### src/verilog/lu_cfg.svh
`ifndef LU_CFG_SVH
`define LU_CFG_SVH

// ----------------------------------------
// Register offsets (6-bit serial address)
// ----------------------------------------
`define LU_LCS1_ADDR      6'h10
`define LU_LCS2_ADDR      6'h11

// ----------------------------------------
// Field positions, first register
// ----------------------------------------
`define LU_LCS1_MARKS     7
`define LU_LCS1_LLB       6
`define LU_LCS1_RLB       5
`define LU_LCS1_BO_HI     4
`define LU_LCS1_BO_LO     3
`define LU_LCS1_ZSUB      2
`define LU_LCS1_NETLB     1
`define LU_LCS1_LOS       0

// ----------------------------------------
// Field positions, second register
// ----------------------------------------
`define LU_LCS2_AIS       7
`define LU_LCS2_RAMP      6
`define LU_LCS2_LDN       4
`define LU_LCS2_LUP       3
`define LU_LCS2_RPD       2
`define LU_LCS2_HIZ       1

// ----------------------------------------
// Reset values and counts
// ----------------------------------------
`define LU_REG_RST        8'h00
`define LU_SYNC_RST       10'h100
`define LU_LOS_ZEROS      8'hAF
`define LU_LUP_LAST       3'h4
`define LU_LDN_LAST       3'h2
`define LU_LAST_BIT       4'h7

`endif

### src/verilog/lu_pkg.sv
package lu_pkg;

    // Serial port frame phase
    typedef enum logic [1:0] {
        SP_IDLE = 2'b00,
        SP_CMD  = 2'b01,
        SP_DATA = 2'b10,
        SP_DONE = 2'b11
    } lu_sp_state_t;

endpackage : lu_pkg

### src/verilog/lu_line_ctrl.sv
// Contract
// - Marks bit sends ones on transmit clock
// - Coder mode: zero-substitution bit enables B8ZS
// - Non-coder mode: same bit sends all zeros
// - Network loopback bit shows detected code
// - Loopback status change interrupts unless masked
// - Signal-loss bit sets after 175 zeros
// - Signal-loss bit clear with valid signal (the code clears it on the first received one)
// - Signal-loss change interrupts unless masked
// - All-ones alarm set while pattern present
// - Alarm holds until first read after end
// - Alarm interrupts while present and until the first read after end, unless masked
// - RAM pulse bit selects programmed shapes
// - Loop-down bit repeats pattern 001
// - Loop-up bit repeats pattern 00001
// - Receiver power-down keeps transmitter active
// - High-impedance bit parks line driver
// - Local loopback routes transmit to receive
// - Remote loopback returns received line, beats marks
// - Both loopbacks written: clear all, recalibrate
// - Writing one clears and masks; zero unmasks
`include "lu_cfg.svh"
`timescale 1ns/100ps
module lu_line_ctrl
    import lu_pkg::*;
(
    // Clock and reset
    input  wire logic       I_MCLK,
    input  wire logic       I_RESET_N,
    // Serial control port
    input  wire logic       I_SCLK,
    input  wire logic       I_CS_N,
    input  wire logic       I_SDI,
    output logic            O_SDO,
    output logic            O_SDO_OE,
    // Transmit side
    input  wire logic       I_TX_CLOCK_IN,
    input  wire logic       I_TX_POS_DATA_IN,
    input  wire logic       I_TX_NEGATIVE_DATA_IN,
    output logic            O_TX_LINE_CLK,
    output logic            O_TX_LINE_DATA,
    // Receive side
    input  wire logic       I_RX_LINE_CLK,
    input  wire logic       I_RX_LINE_DATA,
    input  wire logic       I_NETLB_CODE_DET,
    input  wire logic       I_ALL_ONES_COND,
    output logic            O_RX_CLK,
    output logic            O_RX_DATA,
    // Analog controls
    output logic [1:0]      O_BUILDOUT,
    output logic            O_B8ZS_EN,
    output logic            O_RAM_PULSE_SEL,
    output logic            O_RX_POWER_DOWN,
    output logic            O_DRIVER_HIGH_Z,
    output logic            O_CAL_RESTART,
    // Interrupt
    output logic            O_INT_N
);

    // ----------------------------------------
    // Input synchronisers
    // ----------------------------------------
    logic [9:0]   sync1_r, sync2_r, sync3_r;
    logic [9:0]   sync1_nxt, sync2_nxt, sync3_nxt;

    always_comb begin
        sync1_nxt = {I_SCLK, I_CS_N, I_SDI, I_TX_CLOCK_IN, I_TX_POS_DATA_IN,
                     I_TX_NEGATIVE_DATA_IN, I_RX_LINE_CLK, I_RX_LINE_DATA,
                     I_NETLB_CODE_DET, I_ALL_ONES_COND};
        sync2_nxt = sync1_r;
        sync3_nxt = sync2_r;
    end

    always_ff @(posedge I_MCLK or negedge I_RESET_N) begin
        if (!I_RESET_N) begin
            sync1_r <= `LU_SYNC_RST;
            sync2_r <= `LU_SYNC_RST;
            sync3_r <= `LU_SYNC_RST;
        end else begin
            sync1_r <= sync1_nxt;
            sync2_r <= sync2_nxt;
            sync3_r <= sync3_nxt;
        end
    end

    logic  sclk_rise, sclk_fall, cs_n_s, sdi_s, tx_clk_s, tx_rise, tx_pos_s, coder_s;
    logic  rx_clk_s, rx_rise, rx_data_s, netlb_s, ais_s;
    assign sclk_rise = sync2_r[9] & ~sync3_r[9];
    assign sclk_fall = ~sync2_r[9] & sync3_r[9];
    assign cs_n_s    = sync2_r[8];
    assign sdi_s     = sync2_r[7];
    assign tx_clk_s  = sync2_r[6];
    assign tx_rise   = sync2_r[6] & ~sync3_r[6];
    assign tx_pos_s  = sync2_r[5];
    assign coder_s   = sync2_r[4];
    assign rx_clk_s  = sync2_r[3];
    assign rx_rise   = sync2_r[3] & ~sync3_r[3];
    assign rx_data_s = sync2_r[2];
    assign netlb_s   = sync2_r[1];
    assign ais_s     = sync2_r[0];

    // ----------------------------------------
    // Register storage
    // ----------------------------------------
    // Mask bits live in the stored status positions of both registers
    logic [7:0]   lcs1_r, lcs2_r, lcs1_nxt, lcs2_nxt;
    logic         los_r, netlb_r, ais_r;
    logic         wr_take, rd_ais, soft_clr;
    logic [7:0]   wdata;
    logic [5:0]   addr_r;
    logic [7:0]   lcs1_rd, lcs2_rd;

    assign lcs1_rd = {lcs1_r[7:2], netlb_r, los_r};
    assign lcs2_rd = {ais_r, lcs2_r[6], 1'b0, lcs2_r[4:1], 1'b0};
    assign soft_clr = wr_take && addr_r == `LU_LCS1_ADDR
                      && wdata[`LU_LCS1_LLB] && wdata[`LU_LCS1_RLB];

    always_comb begin
        lcs1_nxt = lcs1_r;
        lcs2_nxt = lcs2_r;
        if (soft_clr) begin
            lcs1_nxt = `LU_REG_RST;
            lcs2_nxt = `LU_REG_RST;
        end else if (wr_take && addr_r == `LU_LCS1_ADDR) begin
            lcs1_nxt = wdata;
        end else if (wr_take && addr_r == `LU_LCS2_ADDR) begin
            lcs2_nxt = wdata;
        end
    end

    always_ff @(posedge I_MCLK or negedge I_RESET_N) begin
        if (!I_RESET_N) begin
            lcs1_r <= `LU_REG_RST;
            lcs2_r <= `LU_REG_RST;
        end else begin
            lcs1_r <= lcs1_nxt;
            lcs2_r <= lcs2_nxt;
        end
    end

    // ----------------------------------------
    // Serial control port
    // ----------------------------------------
    // First bit is read/write, then six address bits, one ignored, LSB first
    lu_sp_state_t sp_r, sp_nxt;
    logic [3:0]   cnt_r, cnt_nxt;
    logic [7:0]   sh_r, sh_nxt, out_r, out_nxt;
    logic         rw_r, rw_nxt, sdo_r, sdo_nxt, oe_r, oe_nxt;
    logic [5:0]   addr_nxt;

    assign wdata = sh_nxt;

    always_comb begin
        sp_nxt   = sp_r;
        cnt_nxt  = cnt_r;
        sh_nxt   = sh_r;
        out_nxt  = out_r;
        rw_nxt   = rw_r;
        addr_nxt = addr_r;
        sdo_nxt  = sdo_r;
        oe_nxt   = oe_r;
        wr_take  = 1'b0;
        rd_ais   = 1'b0;
        if (sclk_rise) begin
            sh_nxt = {sdi_s, sh_r[7:1]};
        end
        if (cs_n_s) begin
            sp_nxt  = SP_IDLE;
            cnt_nxt = 4'h0;
            oe_nxt  = 1'b0;
        end else begin
            unique case (sp_r)
                SP_IDLE: begin
                    sp_nxt  = SP_CMD;
                    cnt_nxt = 4'h0;
                end
                SP_CMD: begin
                    if (sclk_rise) begin
                        cnt_nxt = cnt_r + 4'h1;
                        if (cnt_r == `LU_LAST_BIT) begin
                            rw_nxt   = sh_r[1];
                            addr_nxt = sh_nxt[6:1];
                            cnt_nxt  = 4'h0;
                            sp_nxt   = SP_DATA;
                            out_nxt  = (sh_nxt[6:1] == `LU_LCS1_ADDR) ? lcs1_rd :
                                       (sh_nxt[6:1] == `LU_LCS2_ADDR) ? lcs2_rd : 8'h00;
                            rd_ais   = sh_r[1] && sh_nxt[6:1] == `LU_LCS2_ADDR;
                        end
                    end
                end
                SP_DATA: begin
                    if (sclk_fall && rw_r) begin
                        sdo_nxt = out_r[0];
                        out_nxt = {1'b0, out_r[7:1]};
                        oe_nxt  = 1'b1;
                    end
                    if (sclk_rise) begin
                        cnt_nxt = cnt_r + 4'h1;
                        if (cnt_r == `LU_LAST_BIT) begin
                            wr_take = ~rw_r;
                            sp_nxt  = SP_DONE;
                        end
                    end
                end
                SP_DONE: begin
                    if (sclk_rise) begin
                        oe_nxt = 1'b0;
                    end
                end
            endcase
        end
    end

    always_ff @(posedge I_MCLK or negedge I_RESET_N) begin
        if (!I_RESET_N) begin
            sp_r   <= SP_IDLE;
            cnt_r  <= 4'h0;
            sh_r   <= 8'h00;
            out_r  <= 8'h00;
            rw_r   <= 1'b0;
            addr_r <= 6'h00;
            sdo_r  <= 1'b0;
            oe_r   <= 1'b0;
        end else begin
            sp_r   <= sp_nxt;
            cnt_r  <= cnt_nxt;
            sh_r   <= sh_nxt;
            out_r  <= out_nxt;
            rw_r   <= rw_nxt;
            addr_r <= addr_nxt;
            sdo_r  <= sdo_nxt;
            oe_r   <= oe_nxt;
        end
    end

    // ----------------------------------------
    // Line status and interrupt
    // ----------------------------------------
    // Exit from signal loss is simplified to the first received one
    logic [7:0]   zcnt_r, zcnt_nxt;
    logic         los_nxt, netlb_nxt, ais_nxt;
    logic         los_pend_r, los_pend_nxt, nl_pend_r, nl_pend_nxt;
    logic         int_n_r, int_n_nxt, cal_r, cal_nxt;
    logic         los_clr, nl_clr, rx_live;

    assign los_clr = wr_take && addr_r == `LU_LCS1_ADDR && wdata[`LU_LCS1_LOS];
    assign nl_clr  = wr_take && addr_r == `LU_LCS1_ADDR && wdata[`LU_LCS1_NETLB];
    assign rx_live = rx_rise && !lcs1_r[`LU_LCS1_LLB] && !lcs2_r[`LU_LCS2_RPD];

    always_comb begin
        zcnt_nxt  = zcnt_r;
        los_nxt   = los_r;
        netlb_nxt = netlb_s;
        ais_nxt   = ais_s | (ais_r & ~rd_ais);
        if (rx_live) begin
            if (rx_data_s) begin
                zcnt_nxt = 8'h00;
                los_nxt  = 1'b0;
            end else if (zcnt_r != `LU_LOS_ZEROS) begin
                zcnt_nxt = zcnt_r + 8'h01;
                if (zcnt_nxt == `LU_LOS_ZEROS) begin
                    los_nxt = 1'b1;
                end
            end
        end
        // Set wins over a clear in the same cycle
        los_pend_nxt = (los_pend_r & ~los_clr)
                       | ((los_nxt ^ los_r) & ~lcs1_r[`LU_LCS1_LOS]);
        nl_pend_nxt  = (nl_pend_r & ~nl_clr)
                       | ((netlb_nxt ^ netlb_r) & ~lcs1_r[`LU_LCS1_NETLB]);
        int_n_nxt    = ~(los_pend_r | nl_pend_r
                         | (ais_r & ~lcs2_r[`LU_LCS2_AIS]));
        cal_nxt      = soft_clr;
        if (soft_clr) begin
            zcnt_nxt     = 8'h00;
            los_nxt      = 1'b0;
            ais_nxt      = 1'b0;
            los_pend_nxt = 1'b0;
            nl_pend_nxt  = 1'b0;
        end
    end

    always_ff @(posedge I_MCLK or negedge I_RESET_N) begin
        if (!I_RESET_N) begin
            zcnt_r     <= 8'h00;
            los_r      <= 1'b0;
            netlb_r    <= 1'b0;
            ais_r      <= 1'b0;
            los_pend_r <= 1'b0;
            nl_pend_r  <= 1'b0;
            int_n_r    <= 1'b1;
            cal_r      <= 1'b0;
        end else begin
            zcnt_r     <= zcnt_nxt;
            los_r      <= los_nxt;
            netlb_r    <= netlb_nxt;
            ais_r      <= ais_nxt;
            los_pend_r <= los_pend_nxt;
            nl_pend_r  <= nl_pend_nxt;
            int_n_r    <= int_n_nxt;
            cal_r      <= cal_nxt;
        end
    end

    // ----------------------------------------
    // Transmit and receive data paths
    // ----------------------------------------
    logic [2:0]   ph5_r, ph5_nxt, ph3_r, ph3_nxt;
    logic         txd_r, txd_nxt, txc_r, txc_nxt, rxd_r, rxd_nxt, rxc_r, rxc_nxt;
    logic         b8_r, b8_nxt, tx_take;

    assign tx_take = lcs1_r[`LU_LCS1_RLB] ? rx_rise : tx_rise;

    always_comb begin
        ph5_nxt = ph5_r;
        ph3_nxt = ph3_r;
        txd_nxt = txd_r;
        rxd_nxt = rxd_r;
        txc_nxt = lcs1_r[`LU_LCS1_RLB] ? rx_clk_s : tx_clk_s;
        rxc_nxt = lcs1_r[`LU_LCS1_LLB] ? tx_clk_s : rx_clk_s;
        b8_nxt  = coder_s & lcs1_r[`LU_LCS1_ZSUB];
        if (tx_rise) begin
            ph5_nxt = (ph5_r == `LU_LUP_LAST) ? 3'h0 : ph5_r + 3'h1;
            ph3_nxt = (ph3_r == `LU_LDN_LAST) ? 3'h0 : ph3_r + 3'h1;
        end
        if (tx_take) begin
            if (lcs1_r[`LU_LCS1_RLB]) begin
                txd_nxt = rx_data_s;
            end else if (lcs1_r[`LU_LCS1_MARKS]) begin
                txd_nxt = 1'b1;
            end else if (lcs2_r[`LU_LCS2_LUP]) begin
                txd_nxt = (ph5_r == `LU_LUP_LAST);
            end else if (lcs2_r[`LU_LCS2_LDN]) begin
                txd_nxt = (ph3_r == `LU_LDN_LAST);
            end else if (lcs1_r[`LU_LCS1_ZSUB] && !coder_s) begin
                txd_nxt = 1'b0;
            end else begin
                txd_nxt = tx_pos_s;
            end
        end
        if (lcs1_r[`LU_LCS1_LLB]) begin
            if (tx_rise) begin
                rxd_nxt = tx_pos_s;
            end
        end else if (rx_rise) begin
            rxd_nxt = rx_data_s & ~los_r & ~lcs2_r[`LU_LCS2_RPD];
        end
    end

    always_ff @(posedge I_MCLK or negedge I_RESET_N) begin
        if (!I_RESET_N) begin
            ph5_r <= 3'h0;
            ph3_r <= 3'h0;
            txd_r <= 1'b0;
            txc_r <= 1'b0;
            rxd_r <= 1'b0;
            rxc_r <= 1'b0;
            b8_r  <= 1'b0;
        end else begin
            ph5_r <= ph5_nxt;
            ph3_r <= ph3_nxt;
            txd_r <= txd_nxt;
            txc_r <= txc_nxt;
            rxd_r <= rxd_nxt;
            rxc_r <= rxc_nxt;
            b8_r  <= b8_nxt;
        end
    end

    // ----------------------------------------
    // Outputs
    // ----------------------------------------
    assign O_SDO           = sdo_r;
    assign O_SDO_OE        = oe_r;
    assign O_TX_LINE_CLK   = txc_r;
    assign O_TX_LINE_DATA  = txd_r;
    assign O_RX_CLK        = rxc_r;
    assign O_RX_DATA       = rxd_r;
    assign O_BUILDOUT      = lcs1_r[`LU_LCS1_BO_HI:`LU_LCS1_BO_LO];
    assign O_B8ZS_EN       = b8_r;
    assign O_RAM_PULSE_SEL = lcs2_r[`LU_LCS2_RAMP];
    assign O_RX_POWER_DOWN = lcs2_r[`LU_LCS2_RPD];
    assign O_DRIVER_HIGH_Z = lcs2_r[`LU_LCS2_HIZ];
    assign O_CAL_RESTART   = cal_r;
    assign O_INT_N         = int_n_r;

    // ----------------------------------------
    // Assertions
    // ----------------------------------------
    los_set_a: assert property (@(posedge I_MCLK) disable iff (!I_RESET_N)
        rx_live && !rx_data_s && zcnt_r == `LU_LOS_ZEROS - 8'h01 && !soft_clr |=> los_r)
        else $error("signal loss not set at zero count");
    los_clear_a: assert property (@(posedge I_MCLK) disable iff (!I_RESET_N)
        rx_live && rx_data_s |=> !los_r && zcnt_r == 8'h00)
        else $error("signal loss not cleared by a one");
    marks_tx_a: assert property (@(posedge I_MCLK) disable iff (!I_RESET_N)
        tx_rise && lcs1_r[`LU_LCS1_MARKS] && !lcs1_r[`LU_LCS1_RLB] |=> O_TX_LINE_DATA)
        else $error("all ones not sent");
    loop_up_a: assert property (@(posedge I_MCLK) disable iff (!I_RESET_N)
        tx_rise && lcs2_r[`LU_LCS2_LUP] && lcs1_r[7:5] == 3'h0 |=> O_TX_LINE_DATA == (ph5_r == 3'h0))
        else $error("loop-up pattern wrong");
    loop_dn_a: assert property (@(posedge I_MCLK) disable iff (!I_RESET_N)
        tx_rise && lcs2_r[4:3] == 2'h2 && lcs1_r[7:5] == 3'h0 |=> O_TX_LINE_DATA == (ph3_r == 3'h0))
        else $error("loop-down pattern wrong");
    los_irq_a: assert property (@(posedge I_MCLK) disable iff (!I_RESET_N)
        los_nxt != los_r && !lcs1_r[`LU_LCS1_LOS] && !soft_clr |=> los_pend_r ##1 !O_INT_N)
        else $error("signal loss change gave no interrupt");
    nl_irq_a: assert property (@(posedge I_MCLK) disable iff (!I_RESET_N)
        $changed(netlb_r) && !$past(lcs1_r[`LU_LCS1_NETLB]) && !$past(soft_clr) |-> nl_pend_r)
        else $error("loopback change gave no interrupt");
    ais_hold_a: assert property (@(posedge I_MCLK) disable iff (!I_RESET_N)
        ais_r && !rd_ais && !soft_clr |=> ais_r)
        else $error("alarm dropped without a read");
    soft_clr_a: assert property (@(posedge I_MCLK) disable iff (!I_RESET_N)
        soft_clr |=> lcs1_r == 8'h00 && lcs2_r == 8'h00 && O_CAL_RESTART)
        else $error("double loopback write did not clear");
    int_mask_a: assert property (@(posedge I_MCLK) disable iff (!I_RESET_N)
        los_clr && !(los_nxt ^ los_r) |=> !los_pend_r)
        else $error("writing one did not clear interrupt");

endmodule : lu_line_ctrl

### config.mk
export PLATFORM = sky130hd
export DESIGN_NAME = lu_line_ctrl
export DESIGN_NICKNAME = d
export VERILOG_FILES = /design/src/verilog/lu_pkg.sv /design/src/verilog/lu_line_ctrl.sv
export VERILOG_INCLUDE_DIRS = /design/src /design/src/verilog
export SDC_FILE = /design/constraint.sdc
export NUM_CORES = 1
export LEC_CHECK = 0
export BUFFER_PORTS_ARGS = -buffer_cell sky130_fd_sc_hd__clkbuf_2
export CAP_MARGIN = 30
export CORE_MARGIN = 3
export CORE_UTILIZATION = 50
export CTS_BUF_LIST = sky130_fd_sc_hd__clkbuf_8 sky130_fd_sc_hd__clkbuf_16
export DETAILED_ROUTE_END_ITERATION = 16
export GPL_ROUTABILITY_DRIVEN = 0
export PLACE_DENSITY = 0.68
export SYNTH_ARGS = -nofsm -noshare
export SYNTH_HDL_FRONTEND = slang
export SYNTH_SLANG_ARGS = --single-unit
### constraint.sdc
create_clock -name I_MCLK -period 3 [get_ports I_MCLK]
set_input_delay 0.15 -clock I_MCLK [delete_from_list [all_inputs] [get_ports I_MCLK]]
set_output_delay 0.15 -clock I_MCLK [all_outputs]
set_load 0.05 [all_outputs]
; ---- Yosys cells after proc, flatten, opt, wreduce, memory -nomap -nowiden
; Cells that the tools add are included.
[op_classes]
order_cmp = 0
eq_ne = 23
reduce_logical = 32
n_mul = 0
div = 0
addsub = 4
muxes = 60
bitwise = 35
shift = 0
[ops]
columns = operator, n
row1 = 8-bit 2-to-1 mux, 15
row2 = 1-bit 2-to-1 mux, 30
row3 = 6-bit by 5-bit == test with 1-bit output (second input constant), 4
row4 = 3-bit != test (second input constant), 6
row5 = 4-bit 2-to-1 mux, 4
row6 = 8-bit case mux with 2 select lines, 1
row7 = 1-bit NOT, 15
row8 = 1-bit bitwise AND, 13
row9 = 4-bit case mux with 3 select lines, 1
row10 = 1-bit logical AND, 11
row11 = 2-bit 2-to-1 mux, 5
row12 = 2-bit != test (second input constant), 5
row13 = 5-bit AND reduction, 2
row14 = 2-bit nonzero test, 5
row15 = 3-bit AND reduction, 3
row16 = 8-bit by 1-bit adder with 8-bit output (second input constant), 1
row17 = 8-bit == test (second input constant), 1
row18 = 8-bit != test (second input constant), 1
row19 = 3-bit by 1-bit adder with 3-bit output (second input constant), 2
row20 = 3-bit 2-to-1 mux, 2
row21 = 2-bit case mux with 3 select lines, 1
row22 = 2-bit AND reduction, 3
row23 = 3-bit nonzero test, 2
row24 = 1-bit bitwise OR, 5
row25 = other kinds (12), 16
[totals]
inputBits = 12
memories = 0
mem_bits_ro = 0
ff_bits = 103
ramBits = 0
latch_bits = 0

; ---- Longest topological paths before layout
[depth]
word_depth = 13
ltp_mapped = 9
mapped_depth_nobuf = 7

; ---- Worst setup path before layout
; No wires, ideal clock.
[synth_timing]
kind = reg-to-reg
startpoint = reg sp_r[0]
endpoint = reg lcs2_r[6]
stages_incl_launch_ff = 10
period_less_slack_ps = 2354
t_arrival_ps = 2210
required_ps = 2856
path_slack_ps = 646
cell_sequence = dfrtp_1 -> inv_1 -> ha_1 -> buf_2 -> or4b_1 -> or4_4 -> nand2b_4 -> nor3_4 -> buf_6 -> o22ai_1
[synth_between]
elab_chain_len = 8
word_cells_on_any_way = 11
[synth_lines]
columns = element, line
row1 = "start, declared", lu_line_ctrl.sv:145  ; lu_sp_state_t sp_r, sp_nxt;
row2 = "start signal, assigned", lu_line_ctrl.sv:225  ; sp_r <= sp_nxt;
row3 = 2-bit == test (*), lu_line_ctrl.sv:172  ; unique case (sp_r)
row4 = 1-bit 2-to-1 mux (*), lu_line_ctrl.sv:172
row5 = 1-bit 2-to-1 mux (*), lu_line_ctrl.sv:167  ; if (cs_n_s) begin
row6 = 1-bit logical AND (no source line), --
row7 = 1-bit logical AND (2 in series), lu_line_ctrl.sv:115  ; assign soft_clr = wr_take && addr_r == `LU_LCS1_ADDR
row8 = 2-bit != test (no source line) / 2-bit nonzero test (equally long branches), --
row9 = 2-bit AND reduction (no source line), --
row10 = "end signal, assigned", lu_line_ctrl.sv:134  ; lcs2_r <= `LU_REG_RST;
row11 = "end signal, assigned", lu_line_ctrl.sv:137  ; lcs2_r <= lcs2_nxt;
row12 = "end, declared", lu_line_ctrl.sv:106  ; logic [7:0] lcs1_r, lcs2_r, lcs1_nxt, lcs2_nxt;
; Mark *: on every way between the ends. The rest lies on a longest branch, timed or not.
; A chain may end at the register's enable or synchronous reset.

; ---- Worst setup path in the final report
; Ends and elaborated chain as after synthesis.

==> results.cfg <==
[status]
outcome = complete, no violations

[logic_synthesis]
synth.yosys.warnings = 0
leading_post_synthesis_cells_by_instance_count = dfrtp_1, nand2_1, nor2_1, o21ai_0, a21oi_1
netlist.area_leader.share_pct = 54.5
ys_dominant_reg_cell = dfrtp_1
number_of_enable_flip_flop_cells_after_synthesis = 0
yosysMostFrequentCell = dfrtp_1
syn-num-nets = 409
ys_async_sr_fraction_pct = 100
synth.avg_cell_area_um2 = 10.8
cell_type_contributing_the_most_total_cell_area_after_synthesis = dfrtp_1
postSynthRegisterBits = 94
seq_area_frac_synth_pct = 56.4
netlist-cell-type-count = 55
synth_top_cells_by_area = dfrtp_1, nand2_1, mux2i_1
post_synth_instance_area_um2 = 4180
number_of_cells_produced_by_synthesis = 388

[clock_network]
clk-insertion-delay-late_ns = 0.36
cts_setup_buffers = 0
htreeDepth = 3
cts-buffers-inserted = 9
clock-sinks = 94
cts.path.max_buffers = 2
cts.reportedPaths.clkPinSlew_ns = 0.09
tritoncts_clock_tree = yes
cts-root-buf = clkbuf_8

[worst_setup_path]
worst-setup-path-type = reg -> reg
startpoint_type = flip-flop
worst_ep_required_time_ns = 3.22
worst-endpoint-arrival_ns = 2.79
critical_path.max_fanout = 18
setup.worst_path.end_class = flip-flop

[sta]
post_layout_minimum_cycle_time_ns = 2.56
tightest_slew_ns = 0.764
clock.fmax_ghz = 0.390
rsz0062_at_grt = no
slew-limit-headroom_pct = 48.6
final-setup-viol-count = 0
fin_setup_tns_ns = 0
timing.final.hold_violations = 0
drv_slew = 0
post-route-period-util_pct = 85.4
clock_skew_ns = 0.0119
min_hold_slack_ns = 0.282

[cells_and_area]
drive_above_1_share_pct = 16.9
nNetsFinal = 449
filler_cell_count = 670
post-route-util_pct = 59.2
sequential_cell_area_um2 = 2360
areaGrowthSynthToFinish_pct = 12.4
final_cell_area_um2 = 4700
n_antenna_cell = 0
final-instance-count-excl-fill = 534
multi_input_area_um2 = 1660

[place]
post-dp-hpwl_um = 5550
dpl_cell_area_um2 = 4410
portBuffers = 25
numPlacedInstances = 508

[grt]
number_of_antenna_violations_at_the_first_check_in_global_routing = 0
grt_first_pass_wirelength_um = 13600
first_global_vias = 2771
grt_max_degree = 40
grt.overflow.total = 0
groute.usage.overall_pct = 17.7

[power_and_ir_drop]
combPwrFrac_pct = 19.3
static-leakage-power_nw = 2.19
net-switching-power_mw = 0.834
pwr_density_cell_nw_per_um2 = 593
internal_power_mw = 1.95
p_sw_share_pct = 30.0
clkPwrFrac_pct = 26.8
worst_ir_drop_vdd_mv = 0.430
seq_power_share_pct = 53.9

[floorplan]
design.portCount = 26
die_width_um = 97.4
die-area_um2 = 9490
fp_rows = 32
placeableCoreArea_um2 = 7930
floorplan.initialDensity_pct = 52.7
die_h_um = 97.4

[routing]
drt_wl_total_um = 7900
routed-via-count = 2914
detail_route.iter0.violations = 142
drt_drc_violations_left = 0
drt-wirelength-per-cell_um = 14.8
antenna_violating_nets_post_route = 0
drt_first_pass_iters = 4
vias_per_cell = 5.46

[job]
maxCapViolations = 0

[min_path]
min_path_type = in -> async
==> cell type report <==
cell class	count	share of cell area (%)
clock inverters	5	0.746
repair buffers	47	6.82
clock buffers	10	2.93
well taps	102	2.72
multi-input cells	261	35.4
flip-flops and latches	94	50.2
inverters	15	1.20
==> cells by family after synthesis <==
family	after synthesis	synth area share, %
xor+xnor	4	0.839
simple gates	140	17.1
compound gates	83	12.9
fa+ha+maj	9	2.70
mux	25	6.23
buf+inv	33	3.80
flops	94	56.4
==> cells in the final DEF, fill, tap and decap left out, drive strengths merged, types with 11 or more instances in the layout <==
cell / n
dfrtp: 91
nand2: 48
clkbuf: 34
nor2: 32
o21ai: 23
a21oi: 21
mux2i: 17
inv: 16
buf: 12
dlygate4sd3: 11
nor3: 11
==> power groups by stage <==
| stage | Sequential (mW) | Combinational [mW] | Clock (mW) |
|---|---|---|---|
| after floorplan | 1.51 | 0.380 | 0 |
| after global placement | 1.52 | 0.512 | 0 |
| after detailed placement | 1.53 | 0.527 | 0 |
| after CTS | 1.50 | 0.541 | 0.773 |
| after global routing | 1.53 | 0.612 | 0.831 |
| final | 1.50 | 0.537 | 0.745 |
==> path summary, 6_finish.rpt <==
path	startpoint	endpoint	slack, ns	cells after the start
min	I_RESET_N	sync1_r[6]	0.28	2
min in group I_MCLK	sync1_r[5]	sync2_r[5]	0.35	0
max reg2reg	sp_r[0]	lcs2_r[6]	0.44	8
max	sp_r[0]	lcs2_r[6]	0.44	8
max in group asynchronous	I_RESET_N	O_INT_N	1.92	3
min reg2reg	sync1_r[5]	sync2_r[5]	0.35	0
==> what timing repair did <==
item / CTS / global route
hold buffers: 11 / 0
resized for setup: 0 / 0
hold endpoints to repair: 47 / 0
==> registers in the layout, summed over array words and instances (netlist names), 2 cells and up <==
| name | count |
|---|---|
| sync1_r | 10 |
| lcs2_r | 6 |
| sh_r | 8 |
| addr_r | 6 |
| ph3_r | 3 |
| ph5_r | 3 |
| sync2_r | 10 |
| zcnt_r | 8 |
| sp_r | 2 |
| sync3_r | 4 |
| out_r | 8 |
| cnt_r | 4 |
| lcs1_r | 8 |
==> through the flow <==
stage | worst slack [ns] | total power, mW
after detailed placement | 0.459 | 2.05
after floorplan | 0.646 | 1.89
final | 0.437 | 2.79
after global routing | 0.292 | 2.97
after global placement | 0.500 | 2.03
after CTS | 0.442 | 2.82
==> routing by layer <==
| metal | part of all wire [%] | GRT usage (%) | vias to the layer above |
|---|---|---|---|
| met3 | 2.8 | 4.16 | 9 |
| li1 | - | - | 1442 |
| met5 | 0 | 0 | - |
| met1 | 51 | 26.6 | 1428 |
| met4 | 1.0 | 4.58 | 0 |
| met2 | 46 | 26.0 | 35 |
==> worst max-delay path: stages, from the launching register on <==
cell and delay [ns]:
dfrtp_1 0.42, inv_1 0.09, ha_1 0.17, or4b_1 0.43
or4_4 0.45, nand2b_4 0.22, nor3_4 0.24, buf_4 0.31
o22ai_1 0.10
(Power assumes the default switching activity.)
